==> src/pos_regs.svh <==
// Purpose: Constants of the output supervisor: enable cap table, thresholds, timing.
// Assumes: Voltages in millivolts, 13-bit codes; clk_sys at 250 MHz.
// Notes: Percent thresholds are in tenths of a percent; OV, UV and maximum of nominal, power-good of set-point.
// Operation
// - Clamp any requested set-point to 110 percent of strapped nominal.
// - While enabled, cap increases by lookup on set-point at enable.
// - While disabled, only the strap maximum limits a new set-point.
// - Over-voltage threshold defaults to 15 percent above nominal, reconfigurable.
// - Over-voltage response: shutdown with retry count, or crowbar until restart; code releases crowbar once over-voltage clears.
// - Default shutdown on over-voltage, auto re-enable once fault gone.
// - With external sync clock, only immediate shutdown is allowed.
// - Under-voltage threshold defaults to 15 percent below nominal, reconfigurable.
// - Power-good status bit only when in tolerance and no fault.
// - Power-good pin active high, open-drain default, push-pull when configured.
// - Power-good rises above 90 percent, falls below 85 percent, configurable.
// - Power-good asserts after configurable delay, 10 ms default.
// - With calibration enabled, power-good asserts right after calibration done.
// - Switching frequency 320 kHz default, 200 to 640 kHz accepted.
// - Internal clock default; sync pin as master output or slave input.
// - Up to 16 phase positions, only while synchronised to common clock; code also spreads phases while current sharing is on, even on internal clock.
// - Slave rail member trims voltage to match master current, max 7 members.
// - All members active until power-good; add or drop only afterwards.
// - Dropped reference passes to lowest-position remaining active member.
// - On member count change, phase position follows order among active members.
// - After rail fault shutdown, all members restart together once cleared.
// - Strap is sampled only at start-up.
`ifndef POS_REGS_SVH
`define POS_REGS_SVH
`define POS_VMAX_PCT 11'd1100
`define POS_OV_DEF_PCT 11'd1150
`define POS_UV_DEF_PCT 11'd850
`define POS_PG_ON_DEF_PCT 11'd900
`define POS_PG_OFF_DEF_PCT 11'd850
`define POS_PCT_DIV 24'd1000
`define POS_FSW_DEF_KHZ 10'd320
`define POS_FSW_MIN_KHZ 10'd200
`define POS_FSW_MAX_KHZ 10'd640
`define POS_PG_DLY_DEF_MS 16'd10
`define POS_CLK_KHZ 32'd250000
`define POS_MAX_MEMBERS 3'd7
`define POS_PHASES 5'd16
`define POS_BIN0 13'd988
`define POS_BIN1 13'd1383
`define POS_BIN2 13'd1975
`define POS_BIN3 13'd2398
`define POS_BIN4 13'd2963
`define POS_CAP0 13'd1200
`define POS_CAP1 13'd1700
`define POS_CAP2 13'd2500
`define POS_CAP3 13'd2970
`define POS_CAP4 13'd3680
`define POS_CAP5 13'd4650
`endif

==> src/pos_pkg.sv <==
// Purpose: Types shared by the output supervisor files.
// Assumes: Millivolt codes of 13 bits.
// Notes: Thresholds are tenths of a percent; OV and UV of nominal, power-good of set-point.
package pos_pkg;
  typedef logic [12:0] pos_mv_t;
  typedef enum logic [1:0] {POS_OV_SHUTDOWN_RETRY, POS_OV_CROWBAR, POS_OV_SHUTDOWN_AUTO} pos_ovr_e;
  typedef enum logic [1:0] {POS_SYNC_INTERNAL, POS_SYNC_OUTPUT, POS_SYNC_INPUT} pos_sync_e;
  typedef struct packed {
    logic [10:0] ov_pct;
    logic [10:0] uv_pct;
    logic [10:0] pg_on_pct;
    logic [10:0] pg_off_pct;
    logic [15:0] pg_delay_ms;
    pos_ovr_e ov_resp;
    logic [3:0] ov_retries;
    logic calib_en;
    logic pg_push_pull;
    logic [9:0] fsw_khz;
    pos_sync_e sync_mode;
    logic phase_spread_en;
    logic [3:0] phase_base;
  } pos_cfg_s;
  typedef struct packed {
    logic output_good_flag;
    logic ov_fault;
    logic uv_fault;
    logic off_by_fault;
    logic crowbar;
    logic [3:0] retries_left;
  } pos_stat_s;
endpackage : pos_pkg

==> src/pos_pg_timer.sv <==
// Purpose: Power-good delay counter in milliseconds.
// Assumes: Conditions come from clk_sys logic.
// Notes: Any drop of the conditions restarts the wait.
`timescale 1ns/10ps
`include "pos_regs.svh"
module pos_pg_timer import pos_pkg::*; #(
  parameter logic [31:0] CYC_PER_MS = `POS_CLK_KHZ
) (
  input wire logic clk_sys,
  input wire logic reset,
  input wire logic cond_ok,
  input wire logic skip_wait,
  input wire logic [15:0] delay_ms,
  output logic good
);
  logic [31:0] cyc_r;
  logic [15:0] ms_r;
  logic good_r;
  wire logic ms_tick = (cyc_r == CYC_PER_MS - 32'd1);
  wire logic done = skip_wait || (ms_r >= delay_ms);
  always_ff @(posedge clk_sys) begin
    if (reset || !cond_ok) begin
      cyc_r <= 32'h0;
      ms_r <= 16'h0;
      good_r <= 1'b0;
    end else begin
      cyc_r <= ms_tick ? 32'h0 : cyc_r + 32'd1;
      if (ms_tick && !done) ms_r <= ms_r + 16'd1;
      good_r <= done;
    end
  end
  assign good = good_r;
endmodule : pos_pg_timer

==> src/pos_rail_mgr.sv <==
// Purpose: Current-sharing rail membership, reference and phase slot.
// Assumes: Member positions 0..6; commands are one-cycle pulses.
// Notes: Membership edits are refused before rail power-good.
`timescale 1ns/10ps
`include "pos_regs.svh"
module pos_rail_mgr import pos_pkg::*; (
  input wire logic clk_sys,
  input wire logic reset,
  input wire logic [2:0] member_count,
  input wire logic [2:0] my_position,
  input wire logic rail_good,
  input wire logic cmd_valid,
  input wire logic cmd_add,
  input wire logic [2:0] cmd_member,
  output logic [6:0] active_r,
  output logic [2:0] ref_member_r,
  output logic [3:0] rank_r,
  output logic [3:0] active_count_r
);
  logic [6:0] mask;
  logic [6:0] act_nxt;
  logic [2:0] low_pos;
  logic [3:0] rank_nxt;
  logic [3:0] cnt_nxt;
  always_comb begin
    mask = 7'h0;
    for (int i = 0; i < 7; i++) if (i < member_count) mask[i] = 1'b1;
  end
  wire logic cmd_ok = cmd_valid && rail_good && (cmd_member < member_count);
  always_comb begin
    act_nxt = active_r;
    if (!rail_good) act_nxt = mask;
    else if (cmd_ok) act_nxt[cmd_member] = cmd_add;
    low_pos = 3'h0;
    for (int i = 6; i >= 0; i--) if (act_nxt[i]) low_pos = 3'(i);
    rank_nxt = 4'h0;
    cnt_nxt = 4'h0;
    for (int i = 0; i < 7; i++) begin
      if (act_nxt[i]) cnt_nxt = cnt_nxt + 4'd1;
      if (act_nxt[i] && 3'(i) < my_position) rank_nxt = rank_nxt + 4'd1;
    end
  end
  always_ff @(posedge clk_sys) begin
    if (reset) begin
      active_r <= 7'h0;
      ref_member_r <= 3'h0;
      rank_r <= 4'h0;
      active_count_r <= 4'h0;
    end else begin
      active_r <= act_nxt;
      if (!act_nxt[ref_member_r] || !rail_good) ref_member_r <= low_pos;
      rank_r <= rank_nxt;
      active_count_r <= cnt_nxt;
    end
  end
endmodule : pos_rail_mgr

==> src/pos_supervisor.sv <==
// Purpose: Output supervisor: set-point limits, OV/UV, power-good, sync, rail.
// Assumes: Voltage codes in millivolts from the converter's ADC path.
// Notes: Host configuration arrives as plain ports; no register bus.
`timescale 1ns/10ps
`include "pos_regs.svh"
module pos_supervisor import pos_pkg::*; #(
  parameter logic [31:0] CYC_PER_MS = `POS_CLK_KHZ
) (
  input wire logic clk_sys,
  input wire logic reset,
  input wire logic startup,
  input wire pos_mv_t strap_setpoint_resistor,
  input wire logic output_enable,
  input wire logic setpoint_wr,
  input wire pos_mv_t setpoint_req,
  input wire pos_mv_t vout_mv,
  input wire pos_cfg_s cfg,
  input wire logic calib_done,
  input wire logic cs_enable,
  input wire logic cs_is_master,
  input wire logic [2:0] cs_member_count,
  input wire logic [2:0] cs_my_position,
  input wire logic [11:0] cs_master_current,
  input wire logic [11:0] cs_my_current,
  input wire logic rail_fault,
  input wire logic rail_fault_clear,
  input wire logic member_cmd_valid,
  input wire logic member_cmd_add,
  input wire logic [2:0] member_cmd_member,
  input wire logic sync_pin_in,
  output logic sync_pin_out,
  output logic sync_pin_oe,
  output logic output_good_pin_out,
  output logic output_good_pin_oe,
  output pos_mv_t setpoint_active,
  output logic [9:0] fsw_khz_active,
  output logic use_external_clock,
  output logic [3:0] phase_slot,
  output logic [6:0] active_members,
  output logic [2:0] reference_member,
  output logic power_stage_on,
  output logic low_side_hold,
  output logic [12:0] cs_trim,
  output pos_stat_s status
);
  // ================================================================
  // Helpers
  function automatic pos_mv_t pct_of(pos_mv_t nom, logic [10:0] pct);
    logic [23:0] prod;
    prod = 24'(nom) * 24'(pct);
    return 13'(prod / `POS_PCT_DIV);
  endfunction : pct_of

  function automatic pos_mv_t enable_cap(pos_mv_t v);
    if (v < `POS_BIN0) return `POS_CAP0;
    else if (v < `POS_BIN1) return `POS_CAP1;
    else if (v < `POS_BIN2) return `POS_CAP2;
    else if (v < `POS_BIN3) return `POS_CAP3;
    else if (v < `POS_BIN4) return `POS_CAP4;
    else return `POS_CAP5;
  endfunction : enable_cap

  function automatic pos_mv_t min_mv(pos_mv_t a, pos_mv_t b);
    return (a < b) ? a : b;
  endfunction : min_mv

  // ================================================================
  // Strap capture and set-point
  pos_mv_t nominal_r;
  logic strap_taken_r;
  pos_mv_t setpoint_r;
  pos_mv_t setpoint_nxt;
  pos_mv_t en_point_r;
  logic en_d_r;
  always_ff @(posedge clk_sys) begin
    if (reset) begin
      nominal_r <= 13'h0;
      strap_taken_r <= 1'b0;
    end else if (startup && !strap_taken_r) begin
      nominal_r <= strap_setpoint_resistor;
      strap_taken_r <= 1'b1;
    end
  end
  wire pos_mv_t strap_max = pct_of(nominal_r, `POS_VMAX_PCT);
  wire pos_mv_t run_cap = enable_cap(en_point_r);
  wire pos_mv_t limit_now = output_enable ? min_mv(strap_max, run_cap) : strap_max;
  wire logic en_rise = output_enable && !en_d_r;
  always_comb begin
    setpoint_nxt = setpoint_r;
    if (startup && !strap_taken_r) setpoint_nxt = strap_setpoint_resistor;
    else if (setpoint_wr) setpoint_nxt = min_mv(setpoint_req, limit_now);
  end
  always_ff @(posedge clk_sys) begin
    if (reset) begin
      setpoint_r <= 13'h0;
      en_point_r <= 13'h0;
      en_d_r <= 1'b0;
    end else begin
      setpoint_r <= setpoint_nxt;
      en_d_r <= output_enable;
      if (en_rise) en_point_r <= setpoint_r;
    end
  end

  // ================================================================
  // Thresholds
  wire pos_mv_t ov_lvl = pct_of(nominal_r, cfg.ov_pct);
  wire pos_mv_t uv_lvl = pct_of(nominal_r, cfg.uv_pct);
  wire pos_mv_t pg_on_lvl = pct_of(setpoint_r, cfg.pg_on_pct);
  wire pos_mv_t pg_off_lvl = pct_of(setpoint_r, cfg.pg_off_pct);
  logic pg_arm_r;
  logic uv_arm_r;
  wire logic ov_now = strap_taken_r && (vout_mv > ov_lvl);
  wire logic uv_now = power_stage_on && uv_arm_r && (vout_mv < uv_lvl);

  // ================================================================
  // Sync source and frequency
  logic [2:0] sync_sr_r;
  logic sync_seen_r;
  wire logic ext_clk = (cfg.sync_mode == POS_SYNC_INPUT);
  wire logic fsw_legal = (cfg.fsw_khz >= `POS_FSW_MIN_KHZ) && (cfg.fsw_khz <= `POS_FSW_MAX_KHZ);
  logic [9:0] fsw_r;
  logic [15:0] sync_div_r;
  wire logic [15:0] half_period = 16'(`POS_CLK_KHZ / (32'(fsw_r) * 32'd2));
  always_ff @(posedge clk_sys) begin
    if (reset) begin
      sync_sr_r <= 3'h0;
      sync_seen_r <= 1'b0;
      fsw_r <= `POS_FSW_DEF_KHZ;
      sync_div_r <= 16'h0;
      sync_pin_out <= 1'b0;
    end else begin
      sync_sr_r <= {sync_sr_r[1:0], sync_pin_in};
      if (sync_sr_r[1] != sync_sr_r[2]) sync_seen_r <= 1'b1;
      if (fsw_legal) fsw_r <= cfg.fsw_khz;
      if (sync_div_r + 16'd1 >= half_period) begin
        sync_div_r <= 16'h0;
        sync_pin_out <= !sync_pin_out;
      end else begin
        sync_div_r <= sync_div_r + 16'd1;
      end
    end
  end
  assign sync_pin_oe = (cfg.sync_mode == POS_SYNC_OUTPUT);
  assign use_external_clock = ext_clk;
  assign fsw_khz_active = fsw_r;
  wire logic synced = (cfg.sync_mode == POS_SYNC_OUTPUT) || (ext_clk && sync_seen_r) || cs_enable;

  // ================================================================
  // Over-voltage response
  typedef enum logic [1:0] {POS_RUN, POS_SHUT, POS_CROW, POS_LATCH} pos_ov_st_e;
  pos_ov_st_e ov_st_r;
  logic [3:0] retry_r;
  logic rail_hold_r;
  wire pos_ovr_e resp = ext_clk ? POS_OV_SHUTDOWN_AUTO : cfg.ov_resp;
  wire logic fault_now = ov_now || uv_now || rail_fault;
  always_ff @(posedge clk_sys) begin
    if (reset) begin
      ov_st_r <= POS_RUN;
      retry_r <= 4'h0;
      rail_hold_r <= 1'b0;
    end else begin
      if (rail_fault && cs_enable) rail_hold_r <= 1'b1;
      else if (rail_fault_clear) rail_hold_r <= 1'b0;
      unique case (ov_st_r)
        POS_RUN: begin
          if (ov_now) begin
            ov_st_r <= (resp == POS_OV_CROWBAR) ? POS_CROW : POS_SHUT;
            retry_r <= (resp == POS_OV_SHUTDOWN_RETRY) ? cfg.ov_retries : 4'h0;
          end
        end
        POS_SHUT: begin
          if (!ov_now && !rail_hold_r) begin
            if (resp != POS_OV_SHUTDOWN_RETRY) ov_st_r <= POS_RUN;
            else if (retry_r != 4'h0) begin
              retry_r <= retry_r - 4'd1;
              ov_st_r <= POS_RUN;
            end else ov_st_r <= POS_LATCH;
          end
        end
        POS_CROW: begin
          if (ext_clk) ov_st_r <= POS_SHUT;
          else if (!ov_now && !rail_hold_r) ov_st_r <= POS_RUN;
        end
        POS_LATCH: if (!output_enable) ov_st_r <= POS_RUN;
      endcase
    end
  end
  assign power_stage_on = output_enable && (ov_st_r == POS_RUN) && !rail_hold_r;
  assign low_side_hold = (ov_st_r == POS_CROW) && !ext_clk;

  // ================================================================
  // Power-good with hysteresis
  // UV stays armed after good, so a sag keeps being reported
  always_ff @(posedge clk_sys) begin
    if (reset || !power_stage_on) uv_arm_r <= 1'b0;
    else if (pg_arm_r) uv_arm_r <= 1'b1;
  end
  logic pg_good;
  always_ff @(posedge clk_sys) begin
    if (reset) pg_arm_r <= 1'b0;
    else if (!power_stage_on || vout_mv < pg_off_lvl) pg_arm_r <= 1'b0;
    else if (vout_mv > pg_on_lvl) pg_arm_r <= 1'b1;
  end
  wire logic pg_cond = pg_arm_r && power_stage_on && !fault_now;
  pos_pg_timer #(.CYC_PER_MS(CYC_PER_MS)) u_pg (
    .clk_sys(clk_sys),
    .reset(reset),
    .cond_ok(pg_cond && (!cfg.calib_en || calib_done)),
    .skip_wait(cfg.calib_en && calib_done),
    .delay_ms(cfg.pg_delay_ms),
    .good(pg_good)
  );
  wire logic pg_final = pg_good && pg_cond;
  assign output_good_pin_out = pg_final;
  assign output_good_pin_oe = cfg.pg_push_pull ? 1'b1 : !pg_final;

  // ================================================================
  // Rail membership and phase
  logic [3:0] rank;
  logic [3:0] act_cnt;
  pos_rail_mgr u_rail (
    .clk_sys(clk_sys),
    .reset(reset),
    .member_count(cs_enable ? cs_member_count : 3'd1),
    .my_position(cs_my_position),
    .rail_good(pg_final),
    .cmd_valid(member_cmd_valid && cs_enable),
    .cmd_add(member_cmd_add),
    .cmd_member(member_cmd_member),
    .active_r(active_members),
    .ref_member_r(reference_member),
    .rank_r(rank),
    .active_count_r(act_cnt)
  );
  logic [3:0] phase_r;
  always_ff @(posedge clk_sys) begin
    if (reset) phase_r <= 4'h0;
    else if (!synced || !cfg.phase_spread_en) phase_r <= 4'h0;
    else phase_r <= cfg.phase_base + rank;
  end
  assign phase_slot = phase_r;

  // ================================================================
  // Current-share trim: slaves nudge toward master current
  logic [12:0] trim_r;
  wire logic is_slave = cs_enable && !cs_is_master && (cs_my_position < `POS_MAX_MEMBERS);
  always_ff @(posedge clk_sys) begin
    if (reset || !is_slave || !power_stage_on) trim_r <= 13'h0;
    else if (cs_my_current < cs_master_current && trim_r != 13'h0fff) trim_r <= trim_r + 13'd1;
    else if (cs_my_current > cs_master_current && trim_r != 13'h1001) trim_r <= trim_r - 13'd1;
  end
  assign cs_trim = trim_r;
  assign setpoint_active = setpoint_r;

  // ================================================================
  // Status
  always_ff @(posedge clk_sys) begin
    if (reset) status <= '0;
    else begin
      status.output_good_flag <= pg_final;
      status.ov_fault <= ov_now;
      status.uv_fault <= uv_now;
      status.off_by_fault <= (ov_st_r != POS_RUN) || rail_hold_r;
      status.crowbar <= low_side_hold;
      status.retries_left <= retry_r;
    end
  end
endmodule : pos_supervisor

==> config.mk <==
export PLATFORM = sky130hd
export DESIGN_NAME = pos_supervisor
export DESIGN_NICKNAME = d
export VERILOG_FILES = /design/src/pos_pkg.sv /design/src/pos_pg_timer.sv /design/src/pos_rail_mgr.sv /design/src/pos_supervisor.sv
export VERILOG_INCLUDE_DIRS = /design/src /design/src/src
export SDC_FILE = /design/constraint.sdc
export NUM_CORES = 2
export LEC_CHECK = 0
export ABC_AREA = 1
export BUFFER_PORTS_ARGS = -buffer_cell sky130_fd_sc_hd__buf_2
export CAP_MARGIN = 20
export CORE_MARGIN = 2
export CORE_UTILIZATION = 38
export CTS_CLUSTER_DIAMETER = 30
export DETAILED_ROUTE_END_ITERATION = 8
export PLACE_DENSITY = 0.58
export SKIP_LAST_GASP = 1
export SLEW_MARGIN = 5
export SYNTH_ARGS = -nofsm -noshare
export SYNTH_HDL_FRONTEND = slang
export SYNTH_SLANG_ARGS = --single-unit
==> constraint.sdc <==
create_clock -name clk_sys -period 61.7 [get_ports clk_sys]
set_input_delay 3.085 -clock clk_sys [delete_from_list [all_inputs] [get_ports clk_sys]]
set_output_delay 3.085 -clock clk_sys [all_outputs]
set_load 0.01 [all_outputs]
==> results.md <==
* Post-synth top area cell: nand2_1
* Max incr delay on CP at 0.44 ns
* CTS HTree Levels at 4
* Via density at 5.04
* Post-DP Area at 70,000 sq um
* Area delta synth->final at 7.68%
* Layout Nets at 12.4k
* Synth Instances at 10.9k
* Final hold violations at 0
* Root Buffer: clkbuf_16
* Synth top area share at 17.3%
* Global-route wire length before repair at 326,000 microns
* Final min period at 56.60 ns
* Cells on Worst Hold Path at 2
* Slew HR at 29.8%
* IO buf count at 235
* Detail Route Antenna Nets at 0
* Crit Path Max Fanout at 22
* Die Ht at 423 microns
* Metal1 wirelength at 89,200 microns
* Achievable frequency at 17.7 MHz
* Crit path kind: flop to flop
* Die X at 423 microns
* Met2 WL post-DR at 97,000 microns
* DRC at 0
* Worst hold slack at 0.408 ns
* Synth Flop Type: dfxtp_1
* Worst skew pair latency at 0.55 ns
* Crit path DAT at 57.01 ns
* FILL cells at 18.9k
* Tcrit/Tclk final at 91.7%
* Worst Tran Pin Value at 1.04 ns
* Die area at 179,000 sq um
* Max-slew violation count at 0
* Register area at 3410 sq um
* # rows at 153
* HPWL Detailed at 163,000 microns
* Endpoint type of the worst setup path: flop
* Syn Nets at 12.2k
* CTS Sinks at 170
* Routed len/inst at 14.7 microns
* Synth warn at 0
* 1st-pass router iterations at 6
* Total core area at 174,000 sq um
* Reg2Reg Depth at 406
* CTS tree: done
* Final worst slack at 5.10 ns
* 1st-iter DRT viols at 3,612
* Pre-CTS WS at -0.625 ns
* Layout cell share with drive strength beyond 1 at 9.92%
* Layout Cells excl Fill at 13.5k
* Dpl cells at 13.4k
* Count leader, synth: nand2_1
* Setup Skew at 0.0281 ns
* Routed vias at 68.0k
* Status: finished, final reports clean
* Cell variety after synth at 93
* Number of max-cap violations at 0
* Worst-path clk slew at 0.10 ns
* Syn avg cell area at 6.11 sq um
* Initial antenna violation count at 15
* Final WL at 199,000 microns
* Largest net degree at the start of global routing at 48
* Post-synthesis sequential area ratio at 5.09%
* Hold Path Class: flop to flop
* Top layer in use: met5
* Top cells by area, synth: nand2_1, ha_1, fa_1, inv_1, dfxtp_1
* Worst path required time at 62.12 ns
* Ys async rst share at 0%
* Routability cong. at 0.919
* Number of synthesized flops with an enable pin at 0
* Most frequent cells after synthesis: nand2_1, inv_1, nor2_1, ha_1, nand3_1
* Met3 routed WL at 5970 microns
* Initial core utilization at 38.3%
* Vias in the first global route at 65.4k
* Final setup violation count at 0
* Gr ovfl total at 0
* I/O pins at 236
* Num CTS Buffers at 17
* Final non-filler cell area at 72,000 sq um
* Most frequent CP cell: nand2_1
* All-Layer GR Usage at 21.8%
* CP max-delay cell: ha_2
* Clock Path Buffers at 2
* Post-CTS Hold Fix Bufs at 0
* Syn Std Cell Area at 66,900 sq um
* Startpoint types: flop
* Register bit total from synthesis at 170
* Multi-input logic area at 54,900 sq um
cells in the final DEF (no fill, tap or decap), types with 173 or more instances in the layout:
cell type  instances
nand2_1         3086
a21oi_1          481
inv_1           1973
buf_2            235
nand4_1          206
o21ai_0          452
fa_1             410
ha_1             674
xor2_1           385
nand3_1          678
nor2_1           783
nand2_2          173
xnor2_1          175
worst paths after layout:
kind                                         from           end  slack (ns)
worst max-delay path            fsw_khz_active[1]  sync_pin_out        5.10
worst min-delay path                 sync_sr_r[0]  sync_sr_r[1]        0.41
worst max register to register  fsw_khz_active[1]  sync_pin_out        5.10
worst min register to register       sync_sr_r[0]  sync_sr_r[1]        0.41
flip-flops by register name, summed over array words and instances (netlist names), 2 cells and up:
name	count
sync_div_r	16
u_pg.ms_r	16
u_rail.rank_r	4
u_rail.ref_member_r	3
phase_slot	4
sync_sr_r	3
u_pg.cyc_r	32
nominal_r	13
ov_st_r	2
status	9
u_rail.active_r	7
en_point_r	13
setpoint_active	13
fsw_khz_active	10
cs_trim	13
retry_r	4
stage by stage:
| step | TNS [ns] | utilization (%) |
|---|---|---|
| 2_1_floorplan | 0 | - |
| 3_3_place_gp | 0 | 40.1 |
| 3_5_place_dp | -9.13 | 40.1 |
| 4_1_cts | 0 | 40.5 |
| 5_1_grt | -2.33 | 41.3 |
| 6_report | 0 | 41.3 |
area by class of cell:
cell class	count	area share (%)
tap	2325	4.04
timing repair inverter	2	0.0139
clock inverter	15	0.276
timing repair buffer	384	3.26
sequential	170	4.73
antenna	12	0.0417
clock buffer	17	0.591
multi-input combinational	8517	76.2
inverter	2057	10.8
layer usage:
metal / vias up / global-route usage, %
met5: - / 0
met4: 2 / 7.35
met3: 239 / 1.62
met2: 1141 / 39.1
met1: 31600 / 27.4
li1: 35000 / -
worst max-delay path, delay by kind of cell (launching register included):
family,cells,cell delay [ns]
AND/OR/NAND/NOR,190,20.03
flip-flops,1,0.35
adder cells (fa/ha/maj),31,10.61
AO/OA/AOI/OAI,131,19.69
buffers and inverters,54,5.64
kinds of logic after synthesis:
group           count (synthesis)  share of synthesized area, %
other cells                     1                       0.00561
fa+ha+maj                    1100                          25.2
flops                         170                          5.09
compound gates               1353                          11.5
xor+xnor                      560                          7.34
buf+inv                      2264                          13.6
simple gates                 5498                          37.2
timing repair:
item	4_1_cts	5_1_grt
gates cloned	0	7
resized for setup	6	145
hold endpoints to repair	0	0
pin swaps	2	59
setup endpoints to repair	17	17
buffers inserted	4	87
Power is not shown: default switching activity piles up to over one toggle a cycle in this logic, so the estimate is an artifact.
